`src/include/fpc_pkg.sv`:
```
// Constants shared by the fast position capture unit.
// Assumes one 250 MHz system clock and a 16-bit parameter address space.
package fpc_pkg;

  // Parameter addresses
  localparam logic [15:0] ADDR_A_EDGE = 16'h0a04;
  localparam logic [15:0] ADDR_B_EDGE = 16'h0a06;
  localparam logic [15:0] ADDR_A_ARM = 16'h0a08;
  localparam logic [15:0] ADDR_B_ARM = 16'h0a0a;
  localparam logic [15:0] ADDR_A_POS = 16'h0a0c;
  localparam logic [15:0] ADDR_B_POS = 16'h0a0e;
  localparam logic [15:0] ADDR_A_TALLY = 16'h0a10;
  localparam logic [15:0] ADDR_B_TALLY = 16'h0a12;

  // Arm command codes, in order stop, once, continuous
  typedef enum logic [1:0] {ARM_STOP, ARM_ONCE, ARM_CONT} fpc_arm_t;
  localparam logic [15:0] ARM_MAX = 16'h0002;

  // Edge select encoding and reset values
  localparam logic EDGE_FALL = 1'h0;
  localparam logic EDGE_RISE = 1'h1;
  localparam logic EDGE_RESET = EDGE_FALL;
  localparam logic [31:0] POS_RESET = 32'h0000_0000;
  localparam logic [15:0] TALLY_RESET = 16'h0000;

  // Input conditioning time, rounded up to whole clock cycles
  localparam int FILTER_TIME_NS = 10000;
  localparam int CLK_FREQ_MHZ = 250;
  localparam int FILTER_CYCLES = (FILTER_TIME_NS * CLK_FREQ_MHZ + 999) / 1000;

endpackage

```
`src/logic/fpc_channel.sv`:
```
// One capture channel: synchroniser, input filter, arm state and position latch.
// Assumes the capture input is asynchronous and the position is valid every cycle.
`timescale 1ns/10ps
module fpc_channel #(
  parameter int FILTER_CYCLES = fpc_pkg::FILTER_CYCLES,
  parameter int POS_W = 32,
  parameter int TALLY_W = 16
)(
  input wire logic ref_clk,
  input wire logic rst_b,
  input wire logic capture_in,
  input wire logic edge_rise,
  input wire logic cmd_valid,
  input wire logic [1:0] cmd_mode,
  input wire logic [POS_W-1:0] motor_position,
  output logic [1:0] mode,
  output logic level,
  output logic cap_pulse,
  output logic [POS_W-1:0] latched_position,
  output logic [TALLY_W-1:0] event_tally
);

  localparam int CNT_W = $clog2(FILTER_CYCLES + 1);

  logic sync1;
  logic sync2;
  logic [CNT_W-1:0] stable_cnt;
  logic hit;
  logic qual;

  always_ff @(posedge ref_clk)
  begin
    if (!rst_b)
    begin
      sync1 <= 1'h0;
      sync2 <= 1'h0;
    end
    else
    begin
      sync1 <= capture_in;
      sync2 <= sync1;
    end
  end

  // new level must hold for the filter time
  assign hit = (sync2 != level) && (stable_cnt == CNT_W'(FILTER_CYCLES - 1));

  always_ff @(posedge ref_clk)
  begin
    if (!rst_b)
    begin
      stable_cnt <= '0;
      level <= 1'h0;
    end
    else if (sync2 == level)
      stable_cnt <= '0;
    else if (hit)
    begin
      level <= sync2;
      stable_cnt <= '0;
    end
    else
      stable_cnt <= CNT_W'(stable_cnt + 1'b1);
  end

  assign qual = hit && (sync2 == edge_rise);

  // command sets mode; once ends itself; zero cancels
  always_ff @(posedge ref_clk)
  begin
    if (!rst_b)
      mode <= fpc_pkg::ARM_STOP;
    else if (cmd_valid)
      mode <= cmd_mode;
    else if (qual && mode == fpc_pkg::ARM_ONCE)
      mode <= fpc_pkg::ARM_STOP;
  end

  // latch position; overwrite each edge; count, clear on arm
  always_ff @(posedge ref_clk)
  begin
    if (!rst_b)
    begin
      cap_pulse <= 1'h0;
      latched_position <= POS_W'(fpc_pkg::POS_RESET);
      event_tally <= TALLY_W'(fpc_pkg::TALLY_RESET);
    end
    else
    begin
      cap_pulse <= 1'h0;
      if (cmd_valid)
      begin
        // Only arming clears the tally; a cancel leaves the count readable
        if (cmd_mode != fpc_pkg::ARM_STOP)
          event_tally <= TALLY_W'(fpc_pkg::TALLY_RESET);
      end
      else if (qual && mode != fpc_pkg::ARM_STOP)
      begin
        latched_position <= motor_position;
        event_tally <= TALLY_W'(event_tally + 1'b1);
        cap_pulse <= 1'h1;
      end
    end
  end
endmodule // fpc_channel

```
`src/logic/fpc_top.sv`:
```
// Fast position capture unit with two channels behind the parameter port.
// Assumes single-cycle parameter reads and writes from the fieldbus side.
`timescale 1ns/10ps
module fpc_top #(
  parameter int FILTER_CYCLES = fpc_pkg::FILTER_CYCLES
)(
  input wire logic ref_clk,
  input wire logic rst_b,
  input wire logic capture_input_a,
  input wire logic capture_input_b,
  input wire logic signed [31:0] motor_position,
  input wire logic [15:0] par_addr,
  input wire logic par_wr,
  input wire logic par_rd,
  input wire logic [31:0] par_wdata,
  output logic [31:0] par_rdata,
  output logic par_rvalid
);

  logic channel_a_edge_setting;
  logic channel_b_edge_setting;
  logic cmd_a;
  logic cmd_b;
  logic [1:0] mode_a;
  logic [1:0] mode_b;
  logic level_a;
  logic level_b;
  logic cap_pulse_a;
  logic cap_pulse_b;
  logic [31:0] pos_a;
  logic [31:0] pos_b;
  logic [15:0] tally_a;
  logic [15:0] tally_b;

  // Values outside the documented set are dropped, the register keeps its value
  function automatic logic arm_ok(input logic [31:0] wdata);
    arm_ok = wdata[15:0] <= fpc_pkg::ARM_MAX;
  endfunction

  function automatic logic edge_ok(input logic [31:0] wdata);
    edge_ok = wdata[15:1] == 15'h0000;
  endfunction

  assign cmd_a = par_wr && par_addr == fpc_pkg::ADDR_A_ARM && arm_ok(par_wdata);
  assign cmd_b = par_wr && par_addr == fpc_pkg::ADDR_B_ARM && arm_ok(par_wdata);

  always_ff @(posedge ref_clk)
  begin
    if (!rst_b)
    begin
      channel_a_edge_setting <= fpc_pkg::EDGE_RESET;
      channel_b_edge_setting <= fpc_pkg::EDGE_RESET;
    end
    else if (par_wr && edge_ok(par_wdata))
    begin
      if (par_addr == fpc_pkg::ADDR_A_EDGE)
        channel_a_edge_setting <= par_wdata[0];
      if (par_addr == fpc_pkg::ADDR_B_EDGE)
        channel_b_edge_setting <= par_wdata[0];
    end
  end

  fpc_channel #(
    .FILTER_CYCLES(FILTER_CYCLES),
    .POS_W(32),
    .TALLY_W(16)
  ) u_chan_a (
    .ref_clk(ref_clk),
    .rst_b(rst_b),
    .capture_in(capture_input_a),
    .edge_rise(channel_a_edge_setting),
    .cmd_valid(cmd_a),
    .cmd_mode(par_wdata[1:0]),
    .motor_position(motor_position),
    .mode(mode_a),
    .level(level_a),
    .cap_pulse(cap_pulse_a),
    .latched_position(pos_a),
    .event_tally(tally_a)
  );

  fpc_channel #(
    .FILTER_CYCLES(FILTER_CYCLES),
    .POS_W(32),
    .TALLY_W(16)
  ) u_chan_b (
    .ref_clk(ref_clk),
    .rst_b(rst_b),
    .capture_in(capture_input_b),
    .edge_rise(channel_b_edge_setting),
    .cmd_valid(cmd_b),
    .cmd_mode(par_wdata[1:0]),
    .motor_position(motor_position),
    .mode(mode_b),
    .level(level_b),
    .cap_pulse(cap_pulse_b),
    .latched_position(pos_b),
    .event_tally(tally_b)
  );

  // read-only views; unmapped addresses read zero
  always_ff @(posedge ref_clk)
  begin
    if (!rst_b)
    begin
      par_rvalid <= 1'h0;
      par_rdata <= 32'h0000_0000;
    end
    else
    begin
      par_rvalid <= par_rd;
      if (par_rd)
      begin
        case (par_addr)
          fpc_pkg::ADDR_A_EDGE: par_rdata <= {31'h0000_0000, channel_a_edge_setting};
          fpc_pkg::ADDR_B_EDGE: par_rdata <= {31'h0000_0000, channel_b_edge_setting};
          fpc_pkg::ADDR_A_ARM: par_rdata <= {30'h0000_0000, mode_a};
          fpc_pkg::ADDR_B_ARM: par_rdata <= {30'h0000_0000, mode_b};
          fpc_pkg::ADDR_A_POS: par_rdata <= pos_a;
          fpc_pkg::ADDR_B_POS: par_rdata <= pos_b;
          fpc_pkg::ADDR_A_TALLY: par_rdata <= {16'h0000, tally_a};
          fpc_pkg::ADDR_B_TALLY: par_rdata <= {16'h0000, tally_b};
          default: par_rdata <= 32'h0000_0000;
        endcase
      end
    end
  end
endmodule // fpc_top

```
`config.mk`:
```
export PLATFORM = sky130hd
export DESIGN_NAME = fpc_top
export DESIGN_NICKNAME = d
export VERILOG_FILES = /design/src/include/fpc_pkg.sv /design/src/logic/fpc_channel.sv /design/src/logic/fpc_top.sv
export SDC_FILE = /design/constraint.sdc
export NUM_CORES = 1
export LEC_CHECK = 0
export BUFFER_PORTS_ARGS = -buffer_cell sky130_fd_sc_hd__buf_2
export CORE_ASPECT_RATIO = 2
export CORE_MARGIN = 1.5
export CORE_UTILIZATION = 57
export DETAILED_ROUTE_END_ITERATION = 7
export GPL_TIMING_DRIVEN = 0
export PLACE_DENSITY = 0.85
export SETUP_SLACK_MARGIN = 0.02
export SLEW_MARGIN = 20
export SYNTH_ARGS = -nofsm -noshare
export SYNTH_HDL_FRONTEND = slang
export SYNTH_SLANG_ARGS = --single-unit
```
`constraint.sdc`:
```
create_clock -name ref_clk -period 2.83 [get_ports ref_clk]
set_input_delay 0.566 -clock ref_clk [delete_from_list [all_inputs] [get_ports ref_clk]]
set_output_delay 0.566 -clock ref_clk [all_outputs]
set_load 0.02 [all_outputs]
```
==> After elaboration in Yosys (flattened, before gate mapping) <==
Index checks and enable logic that the tools add are counted.
{ "word_totals": {"elab_cells": 89, "output_inout_bits": 33, "ff_bits": 165, "in_bits": 86} }
{ "classes": {"reduce_logical": 31, "order_cmp": 1, "eq_ne": 20, "add_sub_neg": 4, "bitwise_logic": 5, "n_mux": 10} }
{ "op_table": {"columns": ["cell", "n"], "rows": [
  ["32-bit case mux with 8 select lines", 1],
  ["16-bit by 12-bit == test with 1-bit output (second input constant)", 8],
  ["16-bit 2-to-1 mux", 5],
  ["16-bit by 1-bit adder with 16-bit output (second input constant)", 2],
  ["12-bit by 1-bit adder with 12-bit output (second input constant)", 2],
  ["12-bit == test (second input constant)", 2],
  ["16-bit by 2-bit <= comparator with 1-bit output (second input constant)", 1],
  ["2-bit AND reduction", 8],
  ["15-bit logical NOT", 1],
  ["2-bit nonzero test", 7],
  ["1-bit logical AND", 13],
  ["2-bit 2-to-1 mux", 4],
  ["3-bit OR reduction", 2],
  ["1-bit inverter", 5],
  ["1-bit == test", 4],
  ["2-bit by 1-bit == test with 1-bit output (second input constant)", 2],
  ["2-bit by 1-bit inequality test with 1-bit output (second input constant)", 2],
  ["1-bit inequality test", 2]
]} }

==> Depth between registers and ports, before layout <==
{ "depth": {"word_depth": 6, "depth_mapped": 9, "mapped_depth_nobuf": 6} }

==> Cells and area by module <==
From an unflattened synthesis, not the netlist that was laid out.
{ "unflattened": {"cells_unflattened": 858, "hier_area_um2": 7532.2} }
{ "modules_own_cells": {"columns": ["mod", "seq_area_each_um2", "area_each_um2", "instances", "cells_each"], "rows": [
  ["fpc_channel", 1321.3, 2733.9, 2, 317],
  ["fpc_top", 700.7, 2064.5, 1, 224]
]} }

==> Least setup slack after synthesis <==
No wires, ideal clock.
{ "synth_timing": {"path_type": "input-to-reg", "from": "input port par_addr[0]", "to": "register u_chan_a.event_tally[12]", "required_ns": 2.693, "path_slack_ns": 0.218, "path_buffers": 3, "arrival_ns": 2.475, "stages": 8, "setup_time_ns": 0.137, "path_cell_list": "or4_1 -> buf_2 -> or3_4 -> o41a_1 -> buf_6 -> buf_6 -> nand2_1 -> mux2i_1"} }
{ "synth_via": {"elab_chain_cells": 5, "word_cells_on_any_way": 7, "cone_classes": "eq/ne (2); mux (1); reduce/logical (4)"} }
{ "synth_rtl": {"columns": ["element", "line", "source"], "rows": [
  ["start, declared", "fpc_top.sv:12", "input wire logic [15:0] par_addr,"],
  ["16-bit by 12-bit == test with 1-bit output (*)", "fpc_top.sv:44", "assign cmd_a = par_wr && par_addr == fpc_pkg::ADDR_A_ARM && arm_ok(par_wdata);"],
  ["1-bit logical AND (*) (2 in a row)", "fpc_top.sv:44", null],
  ["2-bit by 1-bit inequality test with 1-bit output (no line) or 2-bit nonzero test (tied branches)", null, null],
  ["2-bit AND reduction (no line)", null, null],
  ["end signal, assigned", "fpc_channel.sv:86", "event_tally <= TALLY_W'(fpc_pkg::TALLY_RESET);"],
  ["end signal, assigned", "fpc_channel.sv:95", "event_tally <= TALLY_W'(fpc_pkg::TALLY_RESET);"],
  ["end signal, assigned", "fpc_channel.sv:100", "event_tally <= TALLY_W'(event_tally + 1'b1);"],
  ["end, declared", "fpc_channel.sv:20", "output logic [TALLY_W-1:0] event_tally"]
]} }
Every way passes the cells marked *; elsewhere a longest branch is shown, timed or not.
A chain may end at the register's enable or synchronous reset.

==> Final worst setup path <==
{ "layout_timing": {"from": "register u_chan_a.stable_cnt[0]", "to": "register u_chan_a.event_tally[13]"} }
{ "layout_via": {"elab_chain_cells": 6} }
{ "layout_rtl": {"columns": ["element", "line", "source"], "rows": [
  ["start, declared", "fpc_channel.sv:27", "logic [CNT_W-1:0] stable_cnt;"],
  ["start signal, assigned", "fpc_channel.sv:63", "stable_cnt <= CNT_W'(stable_cnt + 1'b1);"],
  ["12-bit == test", "fpc_channel.sv:46", "assign hit = (sync2 != level) && (stable_cnt == CNT_W'(FILTER_CYCLES - 1));"],
  ["1-bit logical AND", "fpc_channel.sv:46", null],
  ["1-bit logical AND", "fpc_channel.sv:66", "assign qual = hit && (sync2 == edge_rise);"],
  ["1-bit logical AND", "fpc_channel.sv:97", "else if (qual && mode != fpc_pkg::ARM_STOP)"],
  ["2-bit nonzero test (no line)", null, null],
  ["2-bit AND reduction (no line)", null, null]
]} }
No other way between the ends.

==> impl_metrics.env <==
export IMPL_cts_max_level=4
export IMPL_worstSetupPathType="register to register"
export IMPL_worstPathCellList="ha_1 > and4bb_2 > nand4_1 > or3_1 > clkbuf_2 > a2111oi_1 > mux2i_1"
export IMPL_antenna_cells=0
export IMPL_power_frac_seq_pct=47.7
export IMPL_port_buffers=97
export IMPL_switching_share_pct=25.13
export IMPL_rows=59
export IMPL_grt_max_degree=19
export IMPL_synth_edf_count=0
export IMPL_period_share_pct=94.06
export IMPL_routed_wl_um=23920
export IMPL_ys_ff_latch=165
export IMPL_setup_tns_ns=0
export IMPL_fillerInstances=1065
export IMPL_dieArea_um2=13960
export IMPL_relSlewSlack_pct=41.73
export IMPL_worstMarginPinSlew_ns=0.8669
export IMPL_synth_main_ff_cell="dfxtp_1"
export IMPL_outcome="finished, violations left"
export IMPL_die_y_um=165.6
export IMPL_drt_initial_drc_count=1158
export IMPL_vias=7871
export IMPL_ys_warn_count=0
export IMPL_clk_pin_slew_ns=0.07
export IMPL_clock_fmax_mhz=375.7
export IMPL_detailed_place_hpwl_um=16470
export IMPL_fin_crit_ns=2.662
export IMPL_clockBufferDepth=2
export IMPL_grt_setup_unrepaired="no"
export IMPL_synth_top_cell_area_share_pct=43.84
export IMPL_viasPerCell=6.716
export IMPL_setup_viol=0
export IMPL_post_drt_wl_per_cell_um=20.41
export IMPL_yosysTopAreaCell="dfxtp_1"
export IMPL_p_int_uw=3656
export IMPL_root_buffer="clkbuf_16"
export IMPL_first_pass_iters=8
export IMPL_dp_cells=1133
export IMPL_yosys_top_cells_count="dfxtp_1 (165), nand3_1 (92), o21ai_0 (91)"
export IMPL_initial_core_util_pct=57.99
export IMPL_power_total_uw=4883
export IMPL_hold_path_class="input port to register"
export IMPL_die_w_um=84.30
export IMPL_synth_cells=884
export IMPL_antenna_found_initial=0
export IMPL_vdd_ir_drop_worst_v=0.0004882
export IMPL_hold_violations=0
export IMPL_p_sw_uw=1227
export IMPL_cp_max_fo=10
export IMPL_crit_required_ns=3.20
export IMPL_layout_drive_gt1_share_pct=17.16
export IMPL_endpoint_kind="register"
export IMPL_critPathLaunchType="register"
export IMPL_clkSinkCount=165
export IMPL_ios=119
export IMPL_crit_slowest_cell="a2111oi_1"
export IMPL_coreArea_um2=12990
export IMPL_skew_ns=0.01483
export IMPL_clockPowerShare_pct=48.8
export IMPL_syn_nets=974
export IMPL_synth_cell_area_um2=7535
export IMPL_avgSynthCellArea_um2=8.523
export IMPL_postRouteAntennaNets=0
export IMPL_finish_net_count=1097
export IMPL_cts_made_buffers=17
export IMPL_cts_tree="done"
export IMPL_cellPowerDensity_nw_per_um2=545.6
export IMPL_crit_path_max_incr_delay_ns=0.50
export IMPL_worst_slack_ns=0.1681
export IMPL_yosysSeqAreaShare_pct=43.84
export IMPL_clock_latency_ns=0.45
export IMPL_maxCapViolCount=0
export IMPL_gp_congestion=0.9614
export IMPL_dp_slack_ns=-0.4519
export IMPL_synthToLayoutAreaGrowth_pct=18.78
export IMPL_synth_async_reset_ratio_pct=0
export IMPL_layoutNonFillerInstCount=1172
export IMPL_yosysUniqueCellTypes=68
export IMPL_netlist_top_cells_area="dfxtp_1 (44%), nand3_1 (6.1%), o21ai_0 (6.0%)"
export IMPL_grt_pass1_wl_um=37340
export IMPL_grt_pass1_vias=7431
export IMPL_post_synth_top_count_cell="dfxtp_1"
export IMPL_slew_viol_final=0
export IMPL_remaining_drc_errors=1
export IMPL_grt_remaining_overflow=0
export IMPL_p_comb_share_pct=3.6
export IMPL_p_leak_uw=0.003176
export IMPL_gr_usage_all_layers_pct=34.14
export IMPL_violations="DRC"
export IMPL_crit_arrival_ns=3.04
sequential cells by signal (all words and copies together) (netlist names):
signal / flops
u_chan_a.sync1: 1
u_chan_b.sync2: 1
channel_b_edge_setting: 1
u_chan_a.stable_cnt: 12
u_chan_b.latched_position: 32
par_rdata: 32
u_chan_a.event_tally: 16
u_chan_b.event_tally: 16
u_chan_a.latched_position: 32
u_chan_a.sync2: 1
u_chan_b.mode: 2
u_chan_a.mode: 2
u_chan_b.sync1: 1
par_rvalid: 1
channel_a_edge_setting: 1
u_chan_b.stable_cnt: 12
u_chan_b.level: 1
u_chan_a.level: 1
power groups by stage:
stage                     Combinational (uW)  Clock [uW]  Sequential [uW]
after detailed placement                 163           0             2380
after CTS                                165        2370             2330
after global placement                   162           0             2380
after floorplan                         75.1           0             2380
after global routing                     186        2470             2330
final                                    174        2380             2330
metrics by stage:
stage / utilization (%) / area [um2] / hold WS [ns]
floorplan: - / 7535 / 0.4119
global placement: 63.19 / 8210 / 0.4197
detailed placement: 63.19 / 8210 / 0.4287
CTS: 67.94 / 8827 / 0.3412
global route: 68.88 / 8950 / 0.3419
finish: 68.88 / 8950 / 0.3311
repair_timing:
action                     in CTS  in global routing
setup endpoints to repair      40                 90
gates resized for setup         3                 23
pin swaps                       0                  3
hold buffers                    0                  0
setup buffers                   0                  7
cells in the final DEF, fill, tap and decap left out, drive strengths merged, types with 21 or more instances in the layout:
| cell type | synthesis | layout |
|---|---|---|
| dfxtp | 165 | 165 |
| mux2i | 24 | 24 |
| a21oi | 73 | 73 |
| clkbuf | 57 | 74 |
| o21ai | 97 | 97 |
| nor2 | 39 | 39 |
| buf | 15 | 119 |
| nand2 | 76 | 76 |
| nand3 | 93 | 93 |
| inv | 11 | 21 |
metal layers:
layer	vias to the layer above	share of wire, %	wire, um	track usage (%)
li1	3539	-	-	-
met1	3634	34	8198	36.52
met2	546	51	12090	59.16
met3	152	8.2	1950	7.654
met4	0	7.0	1684	23.62
met5	-	0	0	0
final timing paths:
kind              slack [ns]  depth (start not counted)                    from                  endpoint
hold reg to reg         0.44                          1          u_chan_b.sync1            u_chan_b.sync2
hold / removal          0.33                          2         capture_input_b            u_chan_b.sync1
setup reg to reg        0.17                          7  u_chan_a.stable_cnt[0]  u_chan_a.event_tally[13]
setup / recovery        0.17                          7  u_chan_a.stable_cnt[0]  u_chan_a.event_tally[13]
cells by family after synthesis:
group | Yosys count | synth area share (%)
AOI/OAI and AO/OA | 273 | 22.83
xor gates and xnor gates | 25 | 2.906
adders and majority gates | 4 | 0.6643
buffers and inverters | 83 | 4.500
DFF | 165 | 43.84
muxes | 25 | 3.338
and+or+nand+nor | 309 | 21.92
critical path: cells and delay by family, from the launching register on:
kind	cells	cell delay, ns
simple gates	3	0.90
compound gates	1	0.50
flops	1	0.41
buf+inv	1	0.28
fa+ha+maj	1	0.27
mux	1	0.24
area by class of cell:
class                           instances  area (um2)  share of cell area, %
Buffer                                 72       304.0                  3.397
Inverter                               11       41.29                 0.4613
Clock inverter                         15       178.9                  1.999
Timing Repair Buffer                  104       538.0                  6.011
Sequential cell                       165        3303                  36.91
Tap cell                              152       190.2                  2.125
Multi-Input combinational cell        636        3969                  44.35
Clock buffer                           17       425.4                  4.753
No activity file was read; power rests on OpenSTA's default activity.
